**src/prm_defs.vh**
```
// Constants shared by the performance report message generator files
`ifndef PRM_DEFS_VH
`define PRM_DEFS_VH

// ****************************************************************
// Register map (word index, byte address is four times the index)
// ****************************************************************
`define PRM_CTRL_INDEX 12'h07f
`define PRM_STAT_INDEX 12'h080
`define PRM_CTRL_ADDR 12'h1fc
`define PRM_STAT_ADDR 12'h200
`define PRM_CTRL_RESET 6'h00

// ****************************************************************
// Control register fields
// ****************************************************************
`define PRM_CTRL_EN_BIT 0
`define PRM_CTRL_CR_BIT 1
`define PRM_CTRL_R_BIT 2
`define PRM_CTRL_U1_BIT 3
`define PRM_CTRL_U2_BIT 4
`define PRM_CTRL_LB_BIT 5

// ****************************************************************
// Timing
// ****************************************************************
// One second of the 20 MHz register clock, sized to the second counter
`define PRM_SECOND_CYCLES 25'h131_2d00

// ****************************************************************
// Message layout
// ****************************************************************
`define PRM_FLAG 8'h7e
`define PRM_ADDR_HI 6'h0e
`define PRM_TEI 8'h01
`define PRM_CONTROL 8'h03
`define PRM_FCS_FIRST 7'h08
`define PRM_FCS_TAIL 7'h60
`define PRM_LAST_BIT 7'h6f
`define PRM_BIT_ONE 7'h01

// ****************************************************************
// CRC-6 grade limits and frame check sequence
// ****************************************************************
`define PRM_CRC_ONE 9'h001
`define PRM_CRC_FIVE 9'h005
`define PRM_CRC_TEN 9'h00a
`define PRM_CRC_HUNDRED 9'h064
`define PRM_CRC_319 9'h13f
`define PRM_CRC_320 9'h140
`define PRM_CRC_MAX 9'h1ff
`define PRM_FCS_INIT 16'hffff
`define PRM_FCS_POLY 16'h8408

`endif

```
**src/prm_gen.v**
```verilog
// Once-per-second performance report message generator with APB control
`timescale 1ns/1ps
`include "prm_defs.vh"

// Functional notes
// Reports go out only in T1/J1 mode with extended superframe framing.
// With enable set, build a report every second, send on data-link slots.
// Count line violations, CRC-6, framing, severe framing errors and slips.
// Header: flag, address 001110 C/R 0, 00000001, fixed control value.
// Octets five to twelve are four identical status pairs.
// Send bit 1 first within each octet, octets one to fourteen.
// C/R, R, U1, U2 and LB copy the control register bits.
// The Nm and Ni positions carry a modulo-four counter.
// Event positions default to zero, set only when their condition holds.
// CRC-6 grades: one, two to five, six to ten.
// CRC-6 grades: to one hundred, to 319, above 320.
// SE and FE set on at least one event in the second.
// LV and SL set on at least one event in the second.
// Clear counters each second after capturing the previous results.
// Octets thirteen and fourteen carry the 16-bit frame check sequence.
module prm_gen #(
    parameter [24:0] SECOND_CYCLES = `PRM_SECOND_CYCLES
) (
    input wire pclk,
    input wire presetn,
    input wire psel,
    input wire penable,
    input wire pwrite,
    input wire [11:0] paddr,
    input wire [31:0] pwdata,
    output wire pready,
    output wire pslverr,
    output reg [31:0] prdata_q,
    input wire t1_mode,
    input wire esf_mode,
    input wire data_link_slot,
    input wire evt_line_viol,
    input wire evt_crc,
    input wire evt_frame_bit,
    input wire evt_severe_frame,
    input wire evt_slip,
    output wire dl_active,
    output reg dl_data_q
);

    localparam [24:0] SEC_LAST = SECOND_CYCLES - 25'h000_0001;

    // ****************************************************************
    // APB slave
    // ****************************************************************
    reg [5:0] ctrl_q;
    reg busy_q;
    reg [1:0] seq_q;
    reg [8:0] last_crc_q;
    wire hit_ctrl;
    wire hit_stat;
    wire mapped;

    assign hit_ctrl = (paddr == `PRM_CTRL_ADDR);
    assign hit_stat = (paddr == `PRM_STAT_ADDR);
    assign mapped = hit_ctrl | hit_stat;
    // Zero wait states; read data is registered in the setup cycle
    assign pready = 1'b1;
    assign pslverr = psel & penable & ~mapped;

    always @(posedge pclk or negedge presetn) begin
        if (!presetn) begin
            ctrl_q <= `PRM_CTRL_RESET;
        end else if (psel && penable && pwrite && hit_ctrl) begin
            ctrl_q <= pwdata[5:0];
        end
    end

    always @(posedge pclk or negedge presetn) begin
        if (!presetn) begin
            prdata_q <= 32'h0000_0000;
        end else if (psel && !penable && !pwrite) begin
            if (hit_ctrl) begin
                prdata_q <= {26'h000_0000, ctrl_q};
            end else if (hit_stat) begin
                prdata_q <= {20'h0_0000, seq_q, busy_q, last_crc_q};
            end else begin
                prdata_q <= 32'h0000_0000;
            end
        end
    end

    // ****************************************************************
    // One-second timebase and event counting
    // ****************************************************************
    reg [24:0] sec_cnt_q;
    wire sec_tick;
    wire [8:0] crc_count;
    wire [3:0] flags;

    assign sec_tick = (sec_cnt_q == SEC_LAST);

    // second timebase
    always @(posedge pclk or negedge presetn) begin
        if (!presetn) begin
            sec_cnt_q <= 25'h000_0000;
        end else if (sec_tick) begin
            sec_cnt_q <= 25'h000_0000;
        end else begin
            sec_cnt_q <= sec_cnt_q + 25'h000_0001;
        end
    end

    // counters clear on the tick that captures them
    prm_evt_count u_count (
        .pclk(pclk),
        .presetn(presetn),
        .clear(sec_tick),
        .evt_crc(evt_crc),
        .evt_flag({evt_slip, evt_severe_frame, evt_frame_bit, evt_line_viol}),
        .crc_count_q(crc_count),
        .flag_q(flags)
    );

    // ****************************************************************
    // Status octet contents
    // ****************************************************************
    reg g1;
    reg g2;
    reg g3;
    reg g4;
    reg g5;
    reg g6;
    wire lv;
    wire fe;
    wire se;
    wire sl;
    wire [7:0] odd_oct;
    wire [7:0] even_oct;
    wire [7:0] addr_oct;

    always @* begin
        // grades default to zero
        g1 = 1'b0;
        g2 = 1'b0;
        g3 = 1'b0;
        g4 = 1'b0;
        g5 = 1'b0;
        g6 = 1'b0;
        // low grades
        if (crc_count == `PRM_CRC_ONE) begin
            g1 = 1'b1;
        end else if (crc_count > `PRM_CRC_ONE && crc_count <= `PRM_CRC_FIVE) begin
            g2 = 1'b1;
        end else if (crc_count > `PRM_CRC_FIVE && crc_count <= `PRM_CRC_TEN) begin
            g3 = 1'b1;
        // high grades; a count of exactly 320 sets none
        end else if (crc_count > `PRM_CRC_TEN && crc_count <= `PRM_CRC_HUNDRED) begin
            g4 = 1'b1;
        end else if (crc_count > `PRM_CRC_HUNDRED && crc_count <= `PRM_CRC_319) begin
            g5 = 1'b1;
        end else if (crc_count > `PRM_CRC_320) begin
            g6 = 1'b1;
        end
    end

    // line violation and slip
    assign lv = flags[0];
    assign sl = flags[3];
    // framing flags
    assign fe = flags[1];
    assign se = flags[2];

    // status pair layout, bit 8 at the left
    // software-programmed positions
    // sequence count in the last two bits
    assign odd_oct = {g3, lv, g4, ctrl_q[`PRM_CTRL_U1_BIT], ctrl_q[`PRM_CTRL_U2_BIT],
                      g5, sl, g6};
    assign even_oct = {fe, se, ctrl_q[`PRM_CTRL_LB_BIT], g1, ctrl_q[`PRM_CTRL_R_BIT],
                       g2, seq_q[1], seq_q[0]};
    // address octet with the command/response bit
    assign addr_oct = {`PRM_ADDR_HI, ctrl_q[`PRM_CTRL_CR_BIT], 1'b0};

    // ****************************************************************
    // Message build and serialisation
    // ****************************************************************
    reg [95:0] msg_q;
    reg [6:0] bit_q;
    wire mode_ok;
    wire start;
    wire consume;
    wire last_bit;
    wire [6:0] bit_next;
    wire in_tail;
    wire crc_step;
    wire [15:0] crc_d;
    wire [95:0] msg_init;

    // only T1/J1 extended superframe
    assign mode_ok = t1_mode & esf_mode;
    // build on the tick; a report still in flight makes this second skip
    assign start = sec_tick & ctrl_q[`PRM_CTRL_EN_BIT] & mode_ok & ~busy_q;
    assign consume = busy_q & data_link_slot & mode_ok;
    assign last_bit = (bit_q == `PRM_LAST_BIT);
    assign bit_next = bit_q + `PRM_BIT_ONE;
    assign in_tail = (bit_q >= `PRM_FCS_TAIL);
    // covered span is octets two to twelve, flag excluded
    assign crc_step = consume & (bit_q >= `PRM_FCS_FIRST);
    assign dl_active = busy_q;

    // header octets
    // four identical pairs
    assign msg_init = {even_oct, odd_oct, even_oct, odd_oct,
                       even_oct, odd_oct, even_oct, odd_oct,
                       `PRM_CONTROL, `PRM_TEI, addr_oct, `PRM_FLAG};

    prm_fcs16 u_fcs (
        .pclk(pclk),
        .presetn(presetn),
        .init(start),
        .step(crc_step),
        .tail(in_tail),
        .din(dl_data_q),
        .crc_d(crc_d),
        .crc_q()
    );

    // bit 1 first, octet 1 first
    always @(posedge pclk or negedge presetn) begin
        if (!presetn) begin
            busy_q <= 1'b0;
            bit_q <= 7'h00;
            msg_q <= 96'h0;
            dl_data_q <= 1'b0;
        end else if (start) begin
            busy_q <= 1'b1;
            bit_q <= 7'h00;
            msg_q <= msg_init;
            dl_data_q <= msg_init[0];
        end else if (busy_q && !mode_ok) begin
            // Framing changed mid-report: abandon it rather than send garbage
            busy_q <= 1'b0;
            dl_data_q <= 1'b0;
        end else if (consume) begin
            bit_q <= bit_next;
            msg_q <= {1'b0, msg_q[95:1]};
            if (last_bit) begin
                busy_q <= 1'b0;
                dl_data_q <= 1'b0;
            end else if (bit_next >= `PRM_FCS_TAIL) begin
                // inverted remainder, low bit first
                dl_data_q <= ~crc_d[0];
            end else begin
                dl_data_q <= msg_q[1];
            end
        end
    end

    // modulo-four sequence count per report
    always @(posedge pclk or negedge presetn) begin
        if (!presetn) begin
            seq_q <= 2'h0;
            last_crc_q <= 9'h000;
        end else if (start) begin
            seq_q <= seq_q + 2'h1;
            last_crc_q <= crc_count;
        end
    end

endmodule

```
**src/prm_evt_count.v**
```verilog
// Per-second event counters: saturating CRC-6 count and sticky event flags
`timescale 1ns/1ps
`include "prm_defs.vh"

module prm_evt_count (
    input wire pclk,
    input wire presetn,
    input wire clear,
    input wire evt_crc,
    input wire [3:0] evt_flag,
    output reg [8:0] crc_count_q,
    output reg [3:0] flag_q
);

    // crc count
    always @(posedge pclk or negedge presetn) begin
        if (!presetn) begin
            crc_count_q <= 9'h000;
        end else if (clear) begin
            // restart interval; an event on the boundary opens the new second
            crc_count_q <= evt_crc ? `PRM_CRC_ONE : 9'h000;
        end else if (evt_crc && crc_count_q != `PRM_CRC_MAX) begin
            crc_count_q <= crc_count_q + `PRM_CRC_ONE;
        end
    end

    genvar i;
    generate
        for (i = 0; i < 4; i = i + 1) begin : g_flag
            // sticky event flags
            always @(posedge pclk or negedge presetn) begin
                if (!presetn) begin
                    flag_q[i] <= 1'b0;
                end else if (clear) begin
                    flag_q[i] <= evt_flag[i];
                end else begin
                    flag_q[i] <= flag_q[i] | evt_flag[i];
                end
            end
        end
    endgenerate

endmodule

```
**src/prm_fcs16.v**
```verilog
// Serial 16-bit frame check sequence, reflected, LSB first
`timescale 1ns/1ps
`include "prm_defs.vh"

module prm_fcs16 (
    input wire pclk,
    input wire presetn,
    input wire init,
    input wire step,
    input wire tail,
    input wire din,
    output reg [15:0] crc_d,
    output reg [15:0] crc_q
);

    reg fb;

    // check sequence update
    always @* begin
        fb = din ^ crc_q[0];
        crc_d = crc_q;
        if (init) begin
            crc_d = `PRM_FCS_INIT;
        end else if (step && tail) begin
            // Shift the remainder out; ones fill so the sent inverse is clean
            crc_d = {1'b1, crc_q[15:1]};
        end else if (step) begin
            crc_d = {1'b0, crc_q[15:1]} ^ (fb ? `PRM_FCS_POLY : 16'h0000);
        end
    end

    always @(posedge pclk or negedge presetn) begin
        if (!presetn) begin
            crc_q <= `PRM_FCS_INIT;
        end else begin
            crc_q <= crc_d;
        end
    end

endmodule

```
**config.mk**
```make
export PLATFORM = sky130hd
export DESIGN_NAME = prm_gen
export DESIGN_NICKNAME = d
export VERILOG_FILES = /design/src/prm_gen.v /design/src/prm_evt_count.v /design/src/prm_fcs16.v
export VERILOG_INCLUDE_DIRS = /design/src /design/src/src
export SDC_FILE = /design/constraint.sdc
export NUM_CORES = 1
export LEC_CHECK = 0
export BUFFER_PORTS_ARGS = -buffer_cell sky130_fd_sc_hd__buf_2
export CAP_MARGIN = 20
export CORE_ASPECT_RATIO = 2
export CORE_MARGIN = 1
export CORE_UTILIZATION = 63
export CTS_BUF_LIST = sky130_fd_sc_hd__clkbuf_16
export DETAILED_ROUTE_END_ITERATION = 12
export PLACE_DENSITY = 0.85
export SLEW_MARGIN = 30
export SYNTH_ARGS = -nofsm -noshare
export SYNTH_HDL_FRONTEND = slang
export SYNTH_SLANG_ARGS = --single-unit
```
**constraint.sdc**
```tcl
create_clock -name pclk -period 5.15 [get_ports pclk]
set_clock_uncertainty 0.1 [all_clocks]
set_input_delay 0.7725 -clock pclk [delete_from_list [all_inputs] [get_ports pclk]]
set_output_delay 0.7725 -clock pclk [all_outputs]
set_load 0.005 [all_outputs]
```
==> results of run 1 <==
where the power goes:
part / internal, mW / leakage (nW) / switching (mW)
clock: 0.756 / 0.309 / 0.562
combinational: 0.0714 / 1.64 / 0.113
sequential: 1.50 / 2.48 / 0.0597
total: 2.33 / 4.43 / 0.735
kinds of logic (layout without fill, tap and decap cells):
kind of cell,count (synthesis),count (layout),share of synthesized area (%)
and+or+nand+nor,315,315,18.3
DFF,187,187,55.7
buffers and inverters,83,94,5.18
xor gates and xnor gates,33,33,3.43
adders and majority gates,7,7,1.04
AOI/OAI and AO/OA,156,156,12.9
muxes,27,27,3.29
other,2,21,0.0890
cell type report:
class / instances / share of cell area, %
clock buffers: 20 / 5.43
clock inverters: 12 / 1.13
inverters: 9 / 0.366
multi-input cells: 559 / 36.7
flip-flops and latches: 187 / 51.0
well taps: 152 / 2.06
repair buffers: 53 / 3.33
worst max-delay path, stage by stage:
cell    delay, ns
buf_2        0.10
or4b_2       0.67
nor3_2       0.72
nor3_1       0.12
buf_2        0.17
state kept, by name (all words and copies together), names as in the netlist:
register             flops
bit_q                    7
ctrl_q                   6
dl_active                1
dl_data_q                1
last_crc_q               9
msg_q                   95
prdata_q                12
sec_cnt_q               25
seq_q                    2
u_count.crc_count_q      9
u_count.flag_q           4
u_fcs.crc_q             16
cells in the final DEF, fill, tap and decap left out, types with 3 or more instances in the layout:
cell	synthesis	layout
dfrtp_1	171	171
nand2_1	124	124
nor3_1	46	46
nor2_1	46	45
buf_2	25	44
a31oi_1	42	42
o21ai_0	38	38
nand3_1	30	30
mux2i_1	21	21
xnor2_1	21	21
conb_1	2	21
clkbuf_16	0	20
a22o_1	18	18
a2bb2oi_1	16	16
dfstp_2	16	16
nand4_1	13	13
xor2_1	12	12
o22a_1	12	12
inv_1	9	10
and2_1	7	7
and4_1	8	7
a21o_1	7	7
ha_1	7	7
buf_4	23	7
and3_1	6	6
a221oi_1	6	6
mux2_1	6	6
nor4_1	5	4
or3_1	4	4
inv_4	0	4
and4b_1	3	3
or4_1	3	3
nand4b_1	3	3
a21oi_1	3	3
o31ai_1	3	3
o211ai_1	3	3
metrics by stage:
stage	instances	hold slack [ns]	area (um2)	setup slack (ns)	power [mW]
5_1_grt	992	0.398	9220	1.66	3.15
3_3_place_gp	960	0.353	8610	1.84	1.74
3_5_place_dp	960	0.355	8610	1.82	1.76
6_report	992	0.356	9220	1.72	3.06
2_1_floorplan	829	0.338	8510	2.32	1.69
4_1_cts	992	0.372	9220	1.75	3.07
metal layers:
| layer | share of wire, % | up-vias | routed length, um |
|---|---|---|---|
| li1 | - | 2888 | - |
| met1 | 37 | 3167 | 7000 |
| met2 | 55 | 225 | 10200 |
| met3 | 3.5 | 62 | 659 |
| met4 | 4.5 | 0 | 848 |
| met5 | 0 | - | 0 |
worst max-delay path by stage:
stage                     startpoint       to  slack (ns)  cells after the start
final                       paddr[3]  pslverr        1.72                      5
after global routing        paddr[3]  pslverr        1.66                      5
after CTS                   paddr[3]  pslverr        1.75                      5
after detailed placement    paddr[3]  pslverr        1.82                      5
after global placement      paddr[3]  pslverr        1.84                      5
after floorplan             paddr[3]  pslverr        2.32                      4
==> flow_summary.ini, run 1 <==
[status]
status = finished, violations left
violations = DRC

[finish]
n_antenna_cell = 0
multiInputGateArea_mm2 = 0.00338
final_layout_size_suffix_gt1_share_pct = 13.2
final_util_pct = 70.6
areaGrowthSynthToFinish_pct = 9.30
seq_area_mm2 = 0.00470
final_nets = 891
nFillCells = 874

[detailed_routing]
vias = 6342
drtIter0Drc = 539
ant_nets = 0
drt-wirelength-per-cell_um = 18.9
via_per_inst = 6.39
firstDrtPassIters = 11
wl_um = 18700
drc = 4

[floorplanning]
dieHeight_um = 166
io_pins = 93
core-area_mm2 = 0.0131
die_x_um = 83.8
dieArea_mm2 = 0.0139
row_count = 59
initial_core_util_pct = 64.6

[clock_tree]
cts_sinks = 187
numCtsBuffers = 17
cts_tree = yes
clk_latency_ns = 0.43
cts_resized = 0
hold_buffers = 0
path_clk_slew_ns = 0.07
clockBufferDepth = 2
cts-root-buf = clkbuf_16
cts_max_level = 4
post_cts_buffers = 0

[power_and_ir_drop]
vdd_drop_max_v = 0.000231
p_leak_nw = 4.43
power_density_mw_per_mm2 = 332

[synthesis]
synthTopCellsByArea = dfrtp_1 (51%), nand2_1 (5.5%), dfstp_2 (5.0%), a31oi_1 (3.1%), nor3_1 (2.7%)
synth_top_area_share_pct = 50.7
ys_seq_area_share_pct = 55.7
syn_area_mm2 = 0.00843
ys_seq_elements = 187
synth_top_flop_cell = dfrtp_1
synth_common_cells = dfrtp_1 (171), nand2_1 (124), nor2_1 (46), nor3_1 (46), a31oi_1 (42)
syn_inst = 810
synth_edf_count = 0
ys_warn_count = 0
syn_avg_cell_area_um2 = 10.4
async_reset_ff_share_pct = 100
yosysMostFrequentCell = dfrtp_1
synth_cell_types = 57
yosysTopAreaCell = dfrtp_1

[critical_path]
worstSetupStartpointType = input pin
cp-end-kind = primary output
crit_fanout = 13
critPathKind = in2out
r2r_cells = 7
arrival_ns = 2.55
cp_data_required_time_ns = 4.28
reg2reg_slack_ns = 2.27
rr_startpoint = sec_cnt_q[0]$_DFF_PN0_
worstReg2RegEnd = msg_q[77]$_DFFE_PN0P_

[placement]
hpwl_um = 12200
place_congestion = 0.876
io_buffers = 45

[timing]
tightest_slew_ns = 0.903
final.period_utilization_pct = 66.5
maxSlewViolCount = 0
relSlewSlack_pct = 39.8
finalHoldViolCount = 0
tns_ns = 0
timing.final.crit_period_ns = 3.43
setup_violations = 0
max_freq_mhz = 292
rsz0062_at_grt = no

[global_route]
grt-ovfl-total = 0
antenna_found_initial = 0
met3_usage_pct = 4.43
grt_busiest_layer = met2
grt_max_degree = 111
grtUsageMet2_pct = 50.6
first_global_vias = 6559
gr-usage-met1_pct = 33.1
groute.usage.overall_pct = 28.7
grt_pass1_wl_um = 31800

[worst_hold_path]
hold_path.class = in2async

[run]
cap_violations = 0
No activity file was read; power rests on OpenSTA's default activity.
==> inputs of run 2 (changes only) <==
Settings changed: CORE_UTILIZATION 63 to 53, PLACE_DENSITY 0.85 to 0.76.
Clock period 5.15 ns to 2.9 ns, I/O delays scaled along.
==> run 2 against run 1 <==
Compared with the run above:
- the flow now finishes without violations
- routed wire length down 2.2%
- final cell count up 5.7%
- highest routed layer unchanged
- sequential share of layout area down 0.88 points
- sequential power up 77%
- first-iteration DRC count down 19%
- clock power up 77%
==> flow_summary.ini, run 2 (same netlist as run 1, synthesis figures left out) <==
[timing]
holdWs_ns = 0.0792
maxSlewViolCount = 0
setup_violations = 0
final.period_utilization_pct = 89.0
relSlewSlack_pct = 44.7
finalHoldViolCount = 0
rsz0062_at_grt = no
tightest_slew_ns = 0.826
timing.final.crit_period_ns = 2.58
tns_ns = 0
max_freq_mhz = 387

[global_route]
grt_pass1_wl_um = 30900
grt_max_degree = 89
groute.usage.overall_pct = 24.0
antenna_found_initial = 0
first_global_vias = 6341
grt-ovfl-total = 0

[critical_path]
cp_data_required_time_ns = 3.15
r2r_cells = 6
cp-end-kind = flip-flop
crit_fanout = 11
critPathKind = reg2reg
arrival_ns = 2.83
worstSetupStartpointType = flip-flop

[finish]
multiInputGateArea_mm2 = 0.00338
final_common_cell = dfrtp_1
final_layout_size_suffix_gt1_share_pct = 14.2
final_area_mm2 = 0.00938
n_antenna_cell = 0
top_regs = msg_q (95), sec_cnt_q (25), u_fcs.crc_q (16)
seq_area_mm2 = 0.00470
largest_register_ffs = 95
final_cell_mix = dfrtp_1 (171), nand2_1 (124), nor3_1 (46)
final_nets = 903
nFillCells = 1314
areaGrowthSynthToFinish_pct = 11.2
largest-register = msg_q

[placement]
placed_area_mm2 = 0.00878
place_congestion = 0.778
hpwl_um = 12200
io_buffers = 45

[detailed_routing]
drt-wirelength-per-cell_um = 17.4
via_per_inst = 5.87
met1_length_um = 7130
top_layer_used = met4
firstDrtPassIters = 5
wl_met3_um = 523
ant_nets = 0
drtIter0Drc = 435
drc = 0
wl_um = 18300
dr_wl_met2_um = 9860
vias = 6160

[clock_tree]
cts_sinks = 187
post_cts_buffers = 0
numCtsBuffers = 17
path_clk_slew_ns = 0.07
cts_tree = yes
clk_latency_ns = 0.43
cts-root-buf = clkbuf_16
clockBufferDepth = 2
cts_max_level = 4
cts_resized = 0
hold_buffers = 1

[floorplanning]
row_count = 64
dieArea_mm2 = 0.0165
die_x_um = 91.2
initial_core_util_pct = 54.6
dieHeight_um = 180
io_pins = 93
core-area_mm2 = 0.0155

[status]
status = completed

[power_and_ir_drop]
p_leak_nw = 4.47
power_density_mw_per_mm2 = 578
vdd_drop_max_v = 0.000414

[run]
cap_violations = 0

[worst_hold_path]
hold_path_depth = 2
hold_path.class = in2reg
## run 2: layout make-up
type	instances	area share, %
clock buffer	17	4.53
clock inverter	14	1.73
inverter	9	0.360
multi-input combinational	559	36.0
sequential	187	50.1
tap	198	2.64
timing repair buffer	65	4.63
## run 2: report_power, final
group          internal, mW  switching [mW]  leakage (nW)
combinational         0.130           0.190          1.71
clock                  1.29            1.05         0.281
sequential             2.66          0.0995          2.48
## run 2: worst max-delay path, stage by stage, from the launching register on
cell,delay [ns]
dfrtp_1,0.41
ha_1,0.20
and3_1,0.29
nand4_1,0.23
nor2_1,0.70
nand2_1,0.33
a31oi_1,0.24
## run 2: worst paths after layout
check	start	to	slack [ns]
setup / recovery	sec_cnt_q[0]$_DFF_PN0_	msg_q[93]$_DFFE_PN0P_	0.32
max in group asynchronous	presetn	msg_q[78]$_DFFE_PN0P_	1.48
hold / removal	evt_slip	u_count.flag_q[3]$_DFF_PN0_	0.08
setup reg to reg	sec_cnt_q[0]$_DFF_PN0_	msg_q[93]$_DFFE_PN0P_	0.32
hold reg to reg	last_crc_q[7]$_DFFE_PN0P_	last_crc_q[7]$_DFFE_PN0P_	0.37
min in group asynchronous	presetn	sec_cnt_q[1]$_DFF_PN0_	0.44
## run 2: through the flow
step                setup WS (ns)  cells  power (mW)  util, %
floorplan                   0.740    829        3.00        -
global placement            0.387   1017        3.12     56.8
detailed placement          0.319   1017        3.13     56.8
CTS                         0.296   1049        5.47     60.7
global route               0.0808   1049        5.61     60.7
finish                      0.319   1049        5.42     60.7
## run 2: routing by layer
layer  GRT usage, %  up-vias
li1               -     2906
met1           27.6     3073
met2           42.2      134
met3           4.05       47
met4           12.8        0
met5              0        -
